==> src/rtl/fwsr_pkg.sv <==
// Constants for the flash write-and-status host controller.
// Assumes a word-wide asynchronous parallel flash on the far side.
package fwsr_pkg;
  localparam int ADDR_W = 17;
  localparam int DATA_W = 16;
  // Register byte offsets on the AXI4-Lite slave
  localparam logic [7:0] OFF_CTRL = 8'h00;
  localparam logic [7:0] OFF_ADDR = 8'h04;
  localparam logic [7:0] OFF_WDATA = 8'h08;
  localparam logic [7:0] OFF_STATUS = 8'h0C;
  localparam logic [7:0] OFF_RDATA = 8'h10;
  // Status register fields
  localparam int STAT_BUSY = 0;
  localparam int STAT_DONE = 1;
  localparam int STAT_FAIL = 2;
  localparam int STAT_READY = 3;
  localparam int STAT_POLL = 4;
  localparam int STAT_TLIM = 5;
  localparam int STAT_EWIN = 6;
  // Flash status bit positions in the read word, and the sector address LSB
  localparam int BIT_POLL = 7;
  localparam int BIT_TOGGLE = 6;
  localparam int BIT_TLIM = 5;
  localparam int BIT_EWIN = 3;
  localparam int SECT_LSB = 12;
  // Command-cycle codes and unlock addresses
  localparam logic [16:0] UNLOCK_A1 = 17'h00555;
  localparam logic [16:0] UNLOCK_A2 = 17'h002AA;
  localparam logic [7:0] CODE_UNL1 = 8'hAA;
  localparam logic [7:0] CODE_UNL2 = 8'h55;
  localparam logic [7:0] CODE_RESET = 8'hF0;
  localparam logic [7:0] CODE_PROG = 8'hA0;
  localparam logic [7:0] CODE_ID = 8'h90;
  localparam logic [7:0] CODE_ERASE = 8'h80;
  localparam logic [7:0] CODE_CHIP = 8'h10;
  localparam logic [7:0] CODE_SECT = 8'h30;
  localparam logic [7:0] CODE_SUSP = 8'hB0;
  localparam logic [7:0] CODE_RESUME = 8'h30;
  // Bus cycle timing
  localparam int CLK_MHZ = 50;
  localparam int T_STROBE_NS = 60;
  localparam int STROBE_CYC = (T_STROBE_NS * CLK_MHZ + 999) / 1000;
  localparam int CYC_LEN = STROBE_CYC + 7;
  typedef enum logic [3:0] {
    CMD_READ, CMD_RESET, CMD_PROGRAM, CMD_CHIP_ERASE,
    CMD_SECTOR_ERASE, CMD_SUSPEND, CMD_RESUME, CMD_ID_READ
  } fwsr_cmd_t;
endpackage : fwsr_pkg

==> src/rtl/fwsr_host.sv <==
// Host controller that drives an asynchronous parallel flash by its pins.
// Assumes software orders it over AXI4-Lite; flash pins are asynchronous.
`timescale 1ns/1ps

module fwsr_host
  import fwsr_pkg::*;
(
  input wire logic clk, // 50 MHz clock
  input wire logic reset_n, // Asynchronous reset
  input wire logic [7:0] s_axi_awaddr, // Write address
  input wire logic s_axi_awvalid, // Write address valid
  output logic s_axi_awready, // Write address ready
  input wire logic [31:0] s_axi_wdata, // Write data
  input wire logic [3:0] s_axi_wstrb, // Write byte enables
  input wire logic s_axi_wvalid, // Write data valid
  output logic s_axi_wready, // Write data ready
  output logic [1:0] s_axi_bresp, // Write response
  output logic s_axi_bvalid, // Write response valid
  input wire logic s_axi_bready, // Write response ready
  input wire logic [7:0] s_axi_araddr, // Read address
  input wire logic s_axi_arvalid, // Read address valid
  output logic s_axi_arready, // Read address ready
  output logic [31:0] s_axi_rdata, // Read data
  output logic [1:0] s_axi_rresp, // Read response
  output logic s_axi_rvalid, // Read data valid
  input wire logic s_axi_rready, // Read data ready
  output logic [fwsr_pkg::ADDR_W-1:0] flash_addr, // Flash address pins
  output logic [fwsr_pkg::DATA_W-1:0] flash_dq_out, // Flash data out
  output logic flash_dq_oe, // Flash data drive enable
  input wire logic [fwsr_pkg::DATA_W-1:0] flash_dq_in, // Flash data in
  output logic flash_ce_n, // Chip enable
  output logic flash_we_n, // Write enable
  output logic flash_oe_n, // Output enable
  output logic flash_reset_n, // Flash hardware reset
  input wire logic ready_busy_n // Flash ready/busy pin
);
  import fwsr_pkg::*;

  typedef enum logic [1:0] {S_IDLE, S_BUS, S_DEC} fwsr_state_t;
  typedef enum logic [1:0] {P_FIRST, P_SECOND, P_FINAL} fwsr_poll_t;

  fwsr_state_t st_q;
  fwsr_poll_t pstep_q;
  fwsr_cmd_t cmd_q;
  logic [2:0] idx_q;
  logic [3:0] cnt_q;
  logic poll_q, recheck_q, tg1_q, done_q, fail_q;
  logic [ADDR_W-1:0] addr_reg_q;
  logic [DATA_W-1:0] wdata_reg_q, rdata_reg_q, samp_q;
  logic [DATA_W-1:0] dq_s1_q, dq_s2_q;
  logic rb_s1_q, rb_s2_q;
  logic aw_hold_q, w_hold_q;
  logic [7:0] aw_addr_q;
  logic [31:0] w_data_q;
  logic [3:0] w_strb_q;
  logic start;
  logic [34:0] seq_w;
  logic cur_rd, cur_last;
  logic [ADDR_W-1:0] cur_a, tgt_addr;
  logic [DATA_W-1:0] cur_d;
  logic cyc_end;

  // ****************************************
  // Command sequence table
  // ****************************************
  function automatic logic [34:0] seq_f(fwsr_cmd_t c, logic [2:0] i, logic [16:0] arg_a, logic [15:0] arg_d);
    logic [16:0] a;
    logic [7:0] code;
    logic rd;
    logic last;
    logic [15:0] d;
    rd = 1'b0;
    last = 1'b0;
    code = (c == CMD_PROGRAM) ? CODE_PROG : (c == CMD_ID_READ) ? CODE_ID : CODE_ERASE;
    unique case (i)
      3'd0: {a, d} = {UNLOCK_A1, 8'h00, CODE_UNL1};
      3'd1: {a, d} = {UNLOCK_A2, 8'h00, CODE_UNL2};
      3'd2: {a, d} = {UNLOCK_A1, 8'h00, code};
      3'd3: {a, d} = {UNLOCK_A1, 8'h00, CODE_UNL1};
      3'd4: {a, d} = {UNLOCK_A2, 8'h00, CODE_UNL2};
      default: {a, d} = {UNLOCK_A1, 8'h00, CODE_CHIP};
    endcase
    if (c == CMD_READ || c == CMD_RESET || c == CMD_SUSPEND || c == CMD_RESUME) begin
      a = arg_a;
      rd = (c == CMD_READ);
      last = 1'b1;
      d = {8'h00, (c == CMD_SUSPEND) ? CODE_SUSP : (c == CMD_RESUME) ? CODE_RESUME : CODE_RESET};
    end else if (i == 3'd3 && c == CMD_PROGRAM) begin
      a = arg_a;
      d = arg_d;
      last = 1'b1;
    end else if (i == 3'd3 && c == CMD_ID_READ) begin
      a = arg_a;
      rd = 1'b1;
      last = 1'b1;
    end else if (i == 3'd5) begin
      last = 1'b1;
      if (c == CMD_SECTOR_ERASE) begin
        // sector address on high bits only
        a = {arg_a[ADDR_W-1:SECT_LSB], 12'h000};
        d = {8'h00, CODE_SECT};
      end
    end
    return {rd, last, a, d};
  endfunction : seq_f

  function automatic logic [31:0] merge_f(logic [31:0] old, logic [31:0] nw, logic [3:0] be);
    logic [31:0] m;
    m = {{8{be[3]}}, {8{be[2]}}, {8{be[1]}}, {8{be[0]}}};
    return (old & ~m) | (nw & m);
  endfunction : merge_f

  // poll at programmed or erased-sector address
  assign tgt_addr = (cmd_q == CMD_SECTOR_ERASE) ? {addr_reg_q[ADDR_W-1:SECT_LSB], 12'h000} : addr_reg_q;
  assign seq_w = seq_f(cmd_q, idx_q, addr_reg_q, wdata_reg_q);
  assign cur_rd = poll_q ? 1'b1 : seq_w[34];
  assign cur_last = poll_q ? 1'b0 : seq_w[33];
  assign cur_a = poll_q ? tgt_addr : seq_w[32:16];
  assign cur_d = seq_w[15:0];
  assign cyc_end = (st_q == S_BUS) && (cnt_q == 4'(CYC_LEN - 1));

  // ****************************************
  // Pin synchronisers
  // ****************************************
  always_ff @(posedge clk or negedge reset_n) begin
    if (!reset_n) begin
      dq_s1_q <= 16'h0000;
      dq_s2_q <= 16'h0000;
      rb_s1_q <= 1'b1;
      rb_s2_q <= 1'b1;
    end else begin
      dq_s1_q <= flash_dq_in;
      dq_s2_q <= dq_s1_q;
      rb_s1_q <= ready_busy_n;
      rb_s2_q <= rb_s1_q;
    end
  end

  // ****************************************
  // AXI4-Lite slave
  // ****************************************
  assign s_axi_awready = !aw_hold_q && !s_axi_bvalid;
  assign s_axi_wready = !w_hold_q && !s_axi_bvalid;
  assign s_axi_arready = !s_axi_rvalid;
  assign start = aw_hold_q && w_hold_q && aw_addr_q == OFF_CTRL && w_strb_q[0] && st_q == S_IDLE;

  always_ff @(posedge clk or negedge reset_n) begin
    if (!reset_n) begin
      aw_hold_q <= 1'b0;
      w_hold_q <= 1'b0;
      aw_addr_q <= 8'h00;
      w_data_q <= 32'h0000_0000;
      w_strb_q <= 4'h0;
      s_axi_bvalid <= 1'b0;
      s_axi_bresp <= 2'h0;
      addr_reg_q <= 17'h00000;
      wdata_reg_q <= 16'h0000;
    end else begin
      if (s_axi_awvalid && s_axi_awready) begin
        aw_hold_q <= 1'b1;
        aw_addr_q <= s_axi_awaddr;
      end
      if (s_axi_wvalid && s_axi_wready) begin
        w_hold_q <= 1'b1;
        w_data_q <= s_axi_wdata;
        w_strb_q <= s_axi_wstrb;
      end
      if (aw_hold_q && w_hold_q) begin
        aw_hold_q <= 1'b0;
        w_hold_q <= 1'b0;
        s_axi_bvalid <= 1'b1;
        s_axi_bresp <= (aw_addr_q > OFF_RDATA || aw_addr_q[1:0] != 2'h0) ? 2'h2 : 2'h0;
        if (aw_addr_q == OFF_ADDR)
          addr_reg_q <= 17'(merge_f(32'(addr_reg_q), w_data_q, w_strb_q));
        if (aw_addr_q == OFF_WDATA)
          wdata_reg_q <= 16'(merge_f(32'(wdata_reg_q), w_data_q, w_strb_q));
      end else if (s_axi_bvalid && s_axi_bready) begin
        s_axi_bvalid <= 1'b0;
      end
    end
  end

  always_ff @(posedge clk or negedge reset_n) begin
    if (!reset_n) begin
      s_axi_rvalid <= 1'b0;
      s_axi_rdata <= 32'h0000_0000;
      s_axi_rresp <= 2'h0;
    end else if (s_axi_arvalid && s_axi_arready) begin
      s_axi_rvalid <= 1'b1;
      s_axi_rresp <= 2'h0;
      s_axi_rdata <= 32'h0000_0000;
      unique case (s_axi_araddr)
        OFF_CTRL: s_axi_rdata <= {28'h0000000, cmd_q};
        OFF_ADDR: s_axi_rdata <= {15'h0000, addr_reg_q};
        OFF_WDATA: s_axi_rdata <= {16'h0000, wdata_reg_q};
        OFF_STATUS: begin
          s_axi_rdata[STAT_BUSY] <= (st_q != S_IDLE);
          s_axi_rdata[STAT_DONE] <= done_q;
          s_axi_rdata[STAT_FAIL] <= fail_q;
          s_axi_rdata[STAT_READY] <= rb_s2_q;
          s_axi_rdata[STAT_POLL] <= samp_q[BIT_POLL];
          s_axi_rdata[STAT_TLIM] <= samp_q[BIT_TLIM];
          s_axi_rdata[STAT_EWIN] <= samp_q[BIT_EWIN];
        end
        OFF_RDATA: s_axi_rdata <= {16'h0000, rdata_reg_q};
        default: s_axi_rresp <= 2'h2;
      endcase
    end else if (s_axi_rvalid && s_axi_rready) begin
      s_axi_rvalid <= 1'b0;
    end
  end

  // ****************************************
  // Sequencer
  // ****************************************
  always_ff @(posedge clk or negedge reset_n) begin
    if (!reset_n) begin
      st_q <= S_IDLE;
      pstep_q <= P_FIRST;
      cmd_q <= CMD_READ;
      idx_q <= 3'd0;
      cnt_q <= 4'h0;
      poll_q <= 1'b0;
      recheck_q <= 1'b0;
      tg1_q <= 1'b0;
      done_q <= 1'b0;
      fail_q <= 1'b0;
      samp_q <= 16'h0000;
      rdata_reg_q <= 16'h0000;
    end else begin
      unique case (st_q)
        S_IDLE: if (start) begin
          cmd_q <= fwsr_cmd_t'(w_data_q[3:0]);
          idx_q <= 3'd0;
          cnt_q <= 4'h0;
          done_q <= 1'b0;
          fail_q <= 1'b0;
          st_q <= S_BUS;
        end
        S_BUS: begin
          cnt_q <= cnt_q + 4'h1;
          if (cyc_end) begin
            if (cur_rd)
              samp_q <= dq_s2_q;
            st_q <= S_DEC;
          end
        end
        S_DEC: begin
          cnt_q <= 4'h0;
          st_q <= S_BUS;
          if (poll_q) begin
            unique case (pstep_q)
              P_FIRST: begin
                tg1_q <= samp_q[BIT_TOGGLE];
                pstep_q <= P_SECOND;
              end
              P_SECOND: if (samp_q[BIT_TOGGLE] == tg1_q) begin
                // one more read for valid data
                pstep_q <= P_FINAL;
              end else if (recheck_q) begin
                // still toggling after error bit, reset
                fail_q <= 1'b1;
                poll_q <= 1'b0;
                cmd_q <= CMD_RESET;
                idx_q <= 3'd0;
              end else begin
                // restart check with two fresh reads
                recheck_q <= samp_q[BIT_TLIM];
                pstep_q <= P_FIRST;
              end
              P_FINAL: begin
                rdata_reg_q <= samp_q;
                poll_q <= 1'b0;
                done_q <= 1'b1;
                st_q <= S_IDLE;
              end
            endcase
          end else if (!cur_last) begin
            idx_q <= idx_q + 3'd1;
          end else if (cmd_q == CMD_PROGRAM || cmd_q == CMD_CHIP_ERASE || cmd_q == CMD_SECTOR_ERASE) begin
            poll_q <= 1'b1;
            recheck_q <= 1'b0;
            pstep_q <= P_FIRST;
          end else if (cmd_q == CMD_ID_READ) begin
            // leave identification mode by reset command
            rdata_reg_q <= samp_q;
            cmd_q <= CMD_RESET;
            idx_q <= 3'd0;
          end else begin
            if (cmd_q == CMD_READ)
              rdata_reg_q <= samp_q;
            done_q <= 1'b1;
            st_q <= S_IDLE;
          end
        end
        default: st_q <= S_IDLE;
      endcase
    end
  end

  // ****************************************
  // Flash pins
  // ****************************************
  always_ff @(posedge clk or negedge reset_n) begin
    if (!reset_n) begin
      flash_ce_n <= 1'b1;
      flash_we_n <= 1'b1;
      flash_oe_n <= 1'b1;
      flash_dq_oe <= 1'b0;
      flash_addr <= 17'h00000;
      flash_dq_out <= 16'h0000;
      flash_reset_n <= 1'b0;
    end else begin
      flash_reset_n <= 1'b1;
      flash_ce_n <= !(st_q == S_BUS && cnt_q >= 4'h1 && cnt_q < 4'(CYC_LEN - 1));
      // writes use the write strobe only
      flash_we_n <= !(st_q == S_BUS && !cur_rd && cnt_q >= 4'h2 && cnt_q <= 4'(STROBE_CYC + 1));
      flash_oe_n <= !(st_q == S_BUS && cur_rd && cnt_q >= 4'h2 && cnt_q < 4'(CYC_LEN - 1));
      flash_dq_oe <= (st_q == S_BUS) && !cur_rd;
      flash_addr <= cur_a;
      flash_dq_out <= cur_d;
    end
  end
endmodule : fwsr_host

==> config.mk <==
export PLATFORM = sky130hd
export DESIGN_NAME = fwsr_host
export DESIGN_NICKNAME = d
export VERILOG_FILES = /design/src/rtl/fwsr_pkg.sv /design/src/rtl/fwsr_host.sv
export SDC_FILE = /design/constraint.sdc
export NUM_CORES = 1
export LEC_CHECK = 0
export BUFFER_PORTS_ARGS = -buffer_cell sky130_fd_sc_hd__buf_2
export CORE_MARGIN = 2
export CORE_UTILIZATION = 42
export CTS_CLUSTER_DIAMETER = 50
export DETAILED_ROUTE_END_ITERATION = 12
export GPL_TIMING_DRIVEN = 0
export PLACE_DENSITY = 0.7
export SYNTH_ARGS = -nofsm -noshare
export SYNTH_HDL_FRONTEND = slang
export SYNTH_SLANG_ARGS = --single-unit
==> constraint.sdc <==
create_clock -name clk -period 6.1 [get_ports clk]
set_clock_uncertainty 0.05 [all_clocks]
set_input_delay 0.61 -clock clk [delete_from_list [all_inputs] [get_ports clk]]
set_output_delay 0.61 -clock clk [all_outputs]
set_load 0.1 [all_outputs]
==> results.md, run 1 <==
* Post-synthesis cell count at about 690
* Yosys top cell area share at 58.9%
* GP Congestion at between 0.9 and 1
* Yosys warning total at 0
* Max Cap Viol at 0
* Slowest stage delay, CP at between 500 and 600 ps
* Worst setup path class: register to register
* Post-Route WL at about 19,000 um
* Post-route cell area at between 0.01 and 0.015 mm2
* Worst slew pin tran at about 1100 ps
* R2R setup slack at ~3300 ps
* LEAKAGE at ~5.2 nW
* GRT overflow at 0
* Slew HR at a little under a quarter
* Area delta synth->final at 22.5%
* Core Area at just over 0.02 mm2
* Tcrit/Tclk final at between 40% and 50%
* WP data arrival at about 3200 ps
* Largest area contributor in the netlist: dfrtp_1
* Initial Utilization at roughly 43%
* Final hold violations at 0
* Gr usage total at between 15 and 20%
* Synth Cell Area at around 0.0086 mm2
* Largest family of logic cells by synthesized area: multiplexers
* IO Pins at between 150 and 200
* Ys async rst share at 100%
* Share of layout cells above drive strength 1 at between 30% and 40%
* Avg WL per Cell at about 17 um
* Synth Area per Inst at approximately 13 um2
* XOR/XNOR Fraction of Synth Area at 0.304%
* CTS tree: built
* Adder-cell share of the synthesized area at under 10%
* Vert. Die Dim at between 100 and 150 um
* Worst hold slack at between 150 and 200 ps
* Initial antenna violation count at 0
* Multiplexer area fraction after synthesis at 13.8%
* Crit path cell chain: ha_1 > ha_1 > clkbuf_2 > inv_1 > o31ai_1 > and2_1 > buf_2 > buf_2 > mux2_2
* Min-Delay Startpoint: ready_busy_n
* Startpoint types: register
* Top cells by area, synth: dfrtp_1 59%, mux2_2 11%, nand2_1 2.5%
* Placement Cell Area at about 0.0097 mm2
* Routed Antenna Nets at 0
* Number of synthesized flops with an enable pin at 0
* Largest net degree at the start of global routing at just under 80
* Synth Area in Compound Gates at around a tenth
* Vias per cell at a little over 5
* R2r startpoint: idx_q[0]
* DRC Markers at 0
* Delay-heaviest family, CP: buffers and inverters
* Post-synthesis sequential element count at 208
* Synth Flop Type: dfrtp_1
* Endpoints failing setup at 0
* Worst Hold End: rb_s1_q
* Max Freq at approximately 350 MHz
* RSZ-0062 raised after global routing: no
* Number of global-route vias before repair at between 5,000 and 6,000
* Hold path cells at 1
* CTS buffer count at 24
* Vias at about 5,800
* Min-delay worst type: primary input to register
* Simple-Gate Fraction of Synth Area at 10.3%
* Clock Root Buffer: clkbuf_16
* Die Width at 147 um
* Largest fanout on the critical path at 10
* Count of cell types in the netlist at 65
* VDD IR-drop max at approximately 0.38 mV
* Clock transition at path regs at approximately 60 ps
* DRT iter0 DRCs at approximately 420
* R2r worst-path depth at 9
* Antenna cells at 0
* Nets at about 940
* CP Capture Type: register
* Clock tree buffer depth at 3
* Pre-antenna DRT Iters at 4
* CP max stage cell: o31ai_1
* H-tree depth at 1
* Power Density at a little under 400 mW/mm2
* Worst skew pair latency at 510 ps
* Setup TNS at 0 ps
* Status: finished, final reports clean
* WP data required at about 6400 ps
* Die area at between 0.02 and 0.025 mm2
* Site Rows at 52
* Final min period at 2820 ps
* Sequential area share after synthesis at around 60%
* R2R Path End: samp_q[12]
* Post-DP HPWL at 14,000 um
* Port bufs at 120
* Sink Count at approximately 210
* Slew Viols, Final at 0
* Post-CTS sizing at 0
* First-pass GRT wire length at 30,500 um
* WP buf/inv at 4
[layout make-up]
cell class,instances,area (um2)
Tap cell,270,338
Timing Repair Buffer,123,676
Clock inverter,9,136
Fill cell,1787,9600
Buffer,42,239
Inverter,16,60.1
Sequential cell,208,5210
Clock buffer,35,733
Multi-Input combinational cell,437,3180
[synth_stat cells (7+ instances only)]
master / count
a21o_1: 7
nor3_1: 11
mux2_4: 10
mux2i_1: 8
o21ai_0: 38
buf_4: 18
nor2b_1: 14
and3_1: 10
a21oi_1: 23
ha_1: 9
clkbuf_1: 18
a22o_1: 12
nand3_1: 10
mux2_2: 85
nor2_1: 27
dfrtp_1: 203
inv_1: 15
nand2_1: 57
a22oi_1: 13
[placed cells by master (no fill, tap or decap), drive strengths merged, types with 13 or more instances in the layout]
cell | netlist | final
a21oi | 23 | 23
a22oi | 13 | 13
buf | 23 | 145
clkbuf | 19 | 54
conb | 2 | 18
dfrtp | 203 | 203
inv | 15 | 18
mux2 | 95 | 95
nand2 | 57 | 57
nor2 | 27 | 27
nor2b | 14 | 14
o21ai | 40 | 40
[repair_timing]
action,4_1_cts,5_1_grt
setup buffers,0,0
endpoints found under the setup margin,0,0
hold buffers,1,0
hold endpoints to repair,7,0
[cells by family (layout without fill, tap and decap cells)]
kind of cell	count (synthesis)	after routing
AOI/OAI and AO/OA	134	134
xor gates and xnor gates	3	3
adders and majority gates	9	9
buffers and inverters	58	225
DFF	208	208
muxes	103	103
other	2	18
and+or+nand+nor	170	170
[power breakdown]
| group | switching, mW | total, mW | internal [mW] |
|---|---|---|---|
| Combinational | 0.639 | 0.900 | 0.261 |
| Clock | 0.556 | 1.52 | 0.965 |
| Sequential | 0.155 | 1.72 | 1.56 |
| Total | 1.35 | 4.14 | 2.79 |
[per-layer routing]
metal / track usage, % / up-vias / routed length, um
met1: 26.8 / 2788 / 9220
li1: - / 2767 / -
met2: 25.6 / 202 / 8120
met5: 0 / - / 0
met4: 5.43 / 0 / 432
met3: 3.48 / 27 / 1250
[through the flow]
stage	instances	total power [mW]	setup WS (ps)	util, %
floorplan	703	2.40	2720	-
global placement	1093	2.62	873	47.7
detailed placement	1095	2.64	3280	48.1
CTS	1140	4.17	3250	52.4
global route	1140	4.31	3060	52.4
finish	1140	4.14	3280	52.4
[how the worst max path moves through the flow]
stage | start | endpoint | slack (ps) | depth (start not counted)
finish | idx_q[0] | samp_q[12] | 3280 | 9
global route | idx_q[0] | samp_q[12] | 3060 | 9
CTS | idx_q[1] | samp_q[12] | 3250 | 9
detailed placement | idx_q[1] | samp_q[12] | 3280 | 9
global placement | reset_n | flash_addr[13] | 870 | 1
floorplan | s_axi_bvalid | w_data_q[0] | 2720 | 4
(Power assumes the default switching activity.)
==> run 2: changes to the inputs <==
--- a/config.mk
+++ b/config.mk
@@ -11,7 +11,7 @@
 export CTS_CLUSTER_DIAMETER = 50
 export DETAILED_ROUTE_END_ITERATION = 12
 export GPL_TIMING_DRIVEN = 0
-export PLACE_DENSITY = 0.7
+export PLACE_DENSITY = 0.72
 export SYNTH_ARGS = -nofsm -noshare
 export SYNTH_HDL_FRONTEND = slang
 export SYNTH_SLANG_ARGS = --single-unit
==> constraint.sdc (replaced) <==
create_clock -name clk -period 2.4 [get_ports clk]
set_clock_uncertainty 0.05 [all_clocks]
set_input_delay 0.24 -clock clk [delete_from_list [all_inputs] [get_ports clk]]
set_output_delay 0.24 -clock clk [all_outputs]
set_load 0.1 [all_outputs]
==> run 2 against run 1 <==
The run now ends with negative setup slack left. First-iteration DRC count decreased by 6.4%. Cell count increased by 5.5%. Setup slack got worse by 3300 ps. Design area increased by 7.4%. Power increased to 2.6 times the previous value. Clock-buffer cell count decreased by 2. Clock power increased to 2.6 times the previous value. Sequential power increased to 2.6 times the previous value. Largest power group unchanged.
==> results.md, run 2 (synthesis results as in run 1) <==
* Status: complete, but fails checks
* Failing checks: negative setup slack
* Area delta synth->final at 31.5%
* Worst Hold End: s_axi_rdata[2]
* Slew HR at 24.0% (+0.51 points)
* M1 GR Usage at 27.0% (+0.16 points)
* Most frequent cells in the layout: 201 x dfrtp_1, 121 x buf_2, 85 x mux2_2
* Util after Layout at 56.3% (+3.9 points)
* Slew Viols, Final at 0 (unchanged)
* Clock share of power at 36.2% (-0.6 points)
* Endpoints failing setup at 5 (+5)
* Nets at 1,000 (+6.7%)
* RSZ-0062 raised after global routing: yes
* Vert. Die Dim at 147 um (unchanged)
* CP max stage cell: a2111o_1
* Avg WL per Cell at 16.9 um (+1.1%)
* WP buf/inv at 2 (-2)
* DRC Markers at 0 (unchanged)
* Clock tree buffer depth at 3 (unchanged)
* M2 GR Usage at 28.0% (+2.3 points)
* Share of layout cells above drive strength 1 at 35.7% (+1.4 points)
* Sw power at 3.56 mW (+160%)
* Port bufs at 120 (unchanged)
* Final min period at 2410 ps (-414 ps)
* Worst slew pin tran at 1130 ps (-7.60 ps)
* Final hold violations at 0 (unchanged)
* Commonest non-fill, non-tap cell in the layout: dfrtp_1
* CP Capture Type: register
* WP data required at 2750 ps (-3690 ps)
* Comb pwr share at 23.0% (+1.2 points)
* Number of global-route vias before repair at 5,989 (+7.1%)
* Startpoint types: register
* Sink Count at 208 (unchanged)
* Hold path cells at 4 (+3)
* R2r worst-path depth at 9 (unchanged)
* Sw Ratio at 33.1% (+0.45 points)
* Pwr Total at 10.8 mW (+160%)
* Post-route cell area at 0.0114 mm2 (+7.4%)
* IO Pins at 155 (unchanged)
* Core Area at 0.0202 mm2 (unchanged)
* R2R setup slack at -7 ps (-3290 ps)
* Pre-antenna DRT Iters at 5 (+1)
* Max Cap Viol at 0 (unchanged)
* H-tree depth at 1 (unchanged)
* Initial antenna violation count at 0 (unchanged)
* Slowest stage delay, CP at 430 ps (-150 ps)
* Largest net degree at the start of global routing at 127 (+65%)
* Vias per cell at 5.10 (+0.58%)
* Setup WS post-layout at -6.65 ps (-3290 ps)
* Tcrit/Tclk final at 100% (+54 points)
* Sequential Power Share at 40.7% (-0.8 points)
* Die Width at 147 um (unchanged)
* Post-DP HPWL at 14,000 um (+0.57%)
* Die area at 0.0217 mm2 (unchanged)
* R2r startpoint: idx_q[1]
* Worst skew pair latency at 520 ps (about the same)
* Clock Root Buffer: clkbuf_16
* Vias at 6,139 (+6.1%)
* Post-Route WL at 20,300 um (+6.7%)
* Design internal power at 7.21 mW (+160%)
* Clock transition at path regs at 60 ps (about the same)
* LEAKAGE at 5.53 nW (+5.9%)
* Power Density at 949 mW/mm2 (+140%)
* Worst setup path class: register to register
* Busiest grt layer: met2
* Routed Antenna Nets at 0 (unchanged)
* Placement Cell Area at 0.00969 mm2 (about the same)
* GP Congestion at 0.939 (+2.7%)
* Worst hold slack at 114 ps (-38.3 ps)
* Initial Utilization at 42.8% (unchanged)
* CTS tree: built
* Min-Delay Startpoint: s_axi_araddr[7]
* Place WS at -441 ps (-3720 ps)
* Gr usage total at 18.3% (+0.68 points)
* VDD IR-drop max at 0.798 mV (+110%)
* Crit path cell chain: ha_2 > ha_4 > buf_8 > nor2b_4 > a2111o_1 > a211oi_2 > o21ai_4 > clkbuf_16 > mux2_4
* Fillers at 1,692 (-5.3%)
* CTS buffer count at 25 (+4.2%)
* Largest fanout on the critical path at 5 (-5)
* Delay-heaviest family, CP: compound AO/OA/AOI/OAI gates
* Antenna cells at 0 (unchanged)
* Min-delay worst type: primary input to register
* GRT overflow at 0 (unchanged)
* Site Rows at 52 (unchanged)
* Max Freq at 416 MHz (+17%)
* Met3 Use GR at 2.92% (-0.56 points)
* WP data arrival at 2750 ps (-410 ps)
* First-pass GRT wire length at 31,900 um (+4.4%)
* R2R Path End: rdata_reg_q[11]
* DRT iter0 DRCs at 396 (-6.4%)
[run 2: cell count changes in the layout (fill, tap and decap cells not counted), sizes merged]
| cell | previous run | this run |
|---|---|---|
| clkinvlp | 1 | 4 |
| buf | 145 | 160 |
| clkinv | 3 | 6 |
| dlygate4sd3 | 1 | 48 |
| inv | 18 | 15 |
| clkbuf | 54 | 52 |
[run 2: repair_timing]
item | CTS | global route
setup buffers | 8 | 7
hold endpoints to repair | 124 | 0
hold buffers | 48 | 0
cloned | 1 | 0
resized for setup | 11 | 24
endpoints found under the setup margin | 59 | 69
pin swaps | 4 | 8
[run 2: worst min-delay path, stage by stage]
cell and delay [ps]:
buf_2 110, nor2_1 100, nand2_1 110, o21ai_0 80
[run 2: metrics by stage]
stage	instances	setup TNS, ps
global route	1203	-630
CTS	1196	-21.7
detailed placement	1094	-10190
floorplan	703	0
global placement	1093	-507270
finish	1203	-26.9
[run 2: per-layer routing]
layer | up-vias | routed length, um
met4 | 0 | 566
met1 | 3007 | 9410
li1 | 2878 | -
met3 | 42 | 1200
met2 | 212 | 9120
met5 | - | 0
[run 2: cell type report]
| type | instances | area (um2) | area share, % |
|---|---|---|---|
| flip-flops and latches | 208 | 5210 | 45.9 |
| multi-input cells | 437 | 3320 | 29.2 |
| repair buffers | 185 | 1260 | 11.1 |
| clock buffers | 33 | 726 | 6.39 |
| well taps | 270 | 338 | 2.98 |
| plain buffers | 42 | 269 | 2.37 |
| clock inverters | 12 | 155 | 1.37 |
| inverters | 16 | 67.6 | 0.595 |
[run 2: worst max path at each step]
stage              from         endpoint  depth (start not counted)  slack, ps
6_report       idx_q[1]  rdata_reg_q[11]                          9         -7
5_1_grt        idx_q[0]   rdata_reg_q[8]                          9        -60
4_1_cts        idx_q[0]         cmd_q[2]                          8        -10
3_5_place_dp   idx_q[0]        samp_q[6]                          9       -440
3_3_place_gp    reset_n     s_axi_rvalid                          1      -2810
2_1_floorplan  idx_q[0]  rdata_reg_q[10]                          9         30
[run 2: power by group through the flow]
stage / clock, mW / combinational [mW] / sequential (mW)
after floorplan: 0 / 1.17 / 4.97
final: 3.90 / 2.48 / 4.39
after detailed placement: 0 / 2.31 / 4.43
after global routing: 4.15 / 2.62 / 4.45
after CTS: 3.98 / 2.42 / 4.37
after global placement: 0 / 2.26 / 4.42
==> run 3: changes to the inputs <==
--- a/config.mk
+++ b/config.mk
@@ -5,6 +5,7 @@
 export SDC_FILE = /design/constraint.sdc
 export NUM_CORES = 1
 export LEC_CHECK = 0
+export ABC_AREA = 1
 export BUFFER_PORTS_ARGS = -buffer_cell sky130_fd_sc_hd__buf_2
 export CORE_MARGIN = 2
 export CORE_UTILIZATION = 42
==> run 3 against run 2 <==
The flow now finishes without violations. First-iteration DRC count increased by 23%. Combinational power is 2% higher. Maximum frequency increased by 15%. Clock-buffer cell count is 3 higher. Sequential share of layout area up 0.64 points. Die area increased by 1.8%. Clock power fell by 3%. Sequential cell count unchanged. Largest cell class unchanged.
==> results.md, run 3 <==
* Worst slew pin tran at 775 ps (-357 ps)
* VDD IR-drop max at 0.993 mV (+24%)
* Post-Route WL at 21,100 um (+3.9%)
* First-pass GRT wire length at 34,500 um (+8.1%)
* DRC Markers at 0 (unchanged)
* Number of global-route vias before repair at 6,612 (+10%)
* Largest net degree at the start of global routing at 112 (-12%)
* Startpoint types: register
* Max Cap Viol at 0 (unchanged)
* Worst skew pair latency at 510 ps (about the same)
* Most common cell in the netlist: nand2_1
* Sink Count at 208 (unchanged)
* Most frequent cells in the layout: 214 x nand2_1, 202 x dfrtp_1, 124 x buf_2
* LEAKAGE at 5.62 nW (+1.6%)
* Yosys top cell area share at 57.8% (-1.1 points)
* Synth Area per Inst at 9.56 um2 (-24%)
* Number of synthesized flops with an enable pin at 0 (unchanged)
* Min-delay worst type: primary input to register
* Power Density at 962 mW/mm2 (+1.4%)
* Final min period at 2090 ps (-321 ps)
* Vert. Die Dim at 149 um (+0.92%)
* Area delta synth->final at 27.3%
* Synth Flop Type: dfrtp_1
* Port bufs at 121 (+0.83%)
* Largest area contributor in the netlist: dfrtp_1
* Die Width at 149 um (+0.92%)
* Initial Utilization at 43.2% (+0.39 points)
* Site Rows at 52 (unchanged)
* Sequential area share after synthesis at 59.3% (-1.1 points)
* Clock Root Buffer: clkbuf_16
* Worst setup path class: register to register
* Top cells by area, synth: dfrtp_1 58%, nand2_1 9.1%, o21ai_0 3.8%
* Tcrit/Tclk final at 86.9% (-13 points)
* Die area at 0.0221 mm2 (+1.8%)
* Post-DP HPWL at 15,000 um (+6.8%)
* RSZ-0062 raised after global routing: no
* Pre-antenna DRT Iters at 5 (unchanged)
* Largest fanout on the critical path at 10 (+5)
* Nets at 1,218 (+22%)
* Clock transition at path regs at 60 ps (about the same)
* Ys async rst share at 100% (unchanged)
* Post-synthesis cell count at 920 (+34%)
* H-tree depth at 1 (unchanged)
* Count of cell types in the netlist at 43 (-34%)
* Commonest non-fill, non-tap cell in the layout: nand2_1
* Vias per cell at 4.79 (-6.1%)
* CP Capture Type: register
* Core Area at 0.0204 mm2 (+0.97%)
* Post-synthesis sequential element count at 208 (unchanged)
* Routed Antenna Nets at 0 (unchanged)
* WP data required at 2720 ps (-30 ps)
* Synth Cell Area at 0.00879 mm2 (+1.9%)
* Worst hold slack at 140 ps (+26.2 ps)
* Yosys warning total at 0 (unchanged)
* Slew HR at 48.3% (+24 points)
* Initial antenna violation count at 0 (unchanged)
* Max Freq at 480 MHz (+15%)
* CTS tree: built
* Gr usage total at 19.7% (+1.3 points)
* GRT overflow at 0 (unchanged)
* Avg WL per Cell at 14.8 um (-12%)
* DRT iter0 DRCs at 487 (+23%)
* Util after Layout at 55.0% (-1.3 points)
* Vias at 6,817 (+11%)
* Top cells by count, synth: 214 x nand2_1, 203 x dfrtp_1, 82 x inv_1, 74 x nor2_1, 66 x o21ai_0
* IO Pins at 155 (unchanged)
* WP data arrival at 2400 ps (-350 ps)
* CTS buffer count at 25 (unchanged)
* Clock tree buffer depth at 3 (unchanged)
* Post CTS Setup Buffer Count at 0 (-8)
* Slew Viols, Final at 0 (unchanged)
* Endpoints failing setup at 0 (-5)
* GP Congestion at 0.891 (-5.2%)
* Final hold violations at 0 (unchanged)
* Share of layout cells above drive strength 1 at 23.3% (-12 points)
* Status: finished, final reports clean
==> run 3: worst paths after layout <==
| kind | start | to | slack, ps | cells after the start |
|---|---|---|---|---|
| setup / recovery | aw_addr_q[1] | register | 310 | 7 |
| hold / removal | s_axi_awvalid | aw_addr_q[0] | 140 | 3 |
| setup reg to reg | aw_addr_q[1] | register | 310 | 7 |
| hold reg to reg | dq_s1_q[5] | dq_s2_q[5] | 300 | 0 |
| max in group asynchronous | reset_n | s_axi_rdata[8] | 1020 | 3 |
| min in group asynchronous | reset_n | aw_addr_q[7] | 330 | 2 |
==> run 3: cell type report <==
type                            count  area (um2)
Fill cell                        1760        9170
Clock buffer                       36         737
Multi-Input combinational cell    591        3010
Timing Repair Buffer              170        1120
Buffer                             45         298
Antenna cell                        1        2.50
Clock inverter                      9         121
Inverter                           92         352
Sequential cell                   208        5220
Tap cell                          270         338
==> run 3: critical path: stages, from the launching register on <==
cell and delay, ps:
dfrtp_1 380, nor2_1 210, inv_1 100, nor3_1 260, nand3_1 390, clkbuf_1 350, nand2_1 120, o21ai_0 100
==> run 3: repair_timing <==
action	4_1_cts	5_1_grt
hold buffers	48	0
endpoints found under the hold margin	139	0
gates resized for setup	0	0
==> run 3: cell families (layout without fill, tap and decap cells) <==
family | after synthesis | after routing | share of synthesized area (%)
other cells | 2 | 19 | 0.0854
mux | 19 | 19 | 2.94
xor+xnor | 2 | 2 | 0.199
flops | 208 | 208 | 59.3
buf+inv | 137 | 352 | 7.34
compound gates | 153 | 153 | 9.42
fa+ha+maj | 9 | 9 | 1.28
simple gates | 390 | 390 | 19.5
==> run 3: per-stage QoR <==
| stage | power [mW] | setup WS, ps | area [um2] | TNS (ps) | std cells |
|---|---|---|---|---|---|
| 2_1_floorplan | 6.34 | 14.5 | 8880 | 0 | 936 |
| 3_3_place_gp | 6.88 | -3130 | 9820 | -501610 | 1327 |
| 3_5_place_dp | 6.98 | 394 | 9860 | 0 | 1328 |
| 4_1_cts | 10.9 | 374 | 11200 | 0 | 1421 |
| 5_1_grt | 11.3 | 96.9 | 11200 | 0 | 1421 |
| 6_report | 10.8 | 315 | 11200 | 0 | 1422 |
==> run 3: layer usage <==
| layer | wire, um | up-vias | track usage [%] |
|---|---|---|---|
| met5 | 0 | - | 0 |
| met4 | 663 | 0 | 6.48 |
| met3 | 1220 | 41 | 2.94 |
| met2 | 9770 | 206 | 31.8 |
| met1 | 9440 | 3199 | 27.4 |
| li1 | - | 3371 | - |
==> run 3: where the power goes <==
part / leakage (nW) / switching (mW) / internal (mW) / total (mW)
clock network: 0.411 / 1.43 / 2.36 / 3.79
logic: 2.56 / 1.79 / 0.740 / 2.53
registers: 2.65 / 0.355 / 4.11 / 4.46
total: 5.62 / 3.57 / 7.20 / 10.8
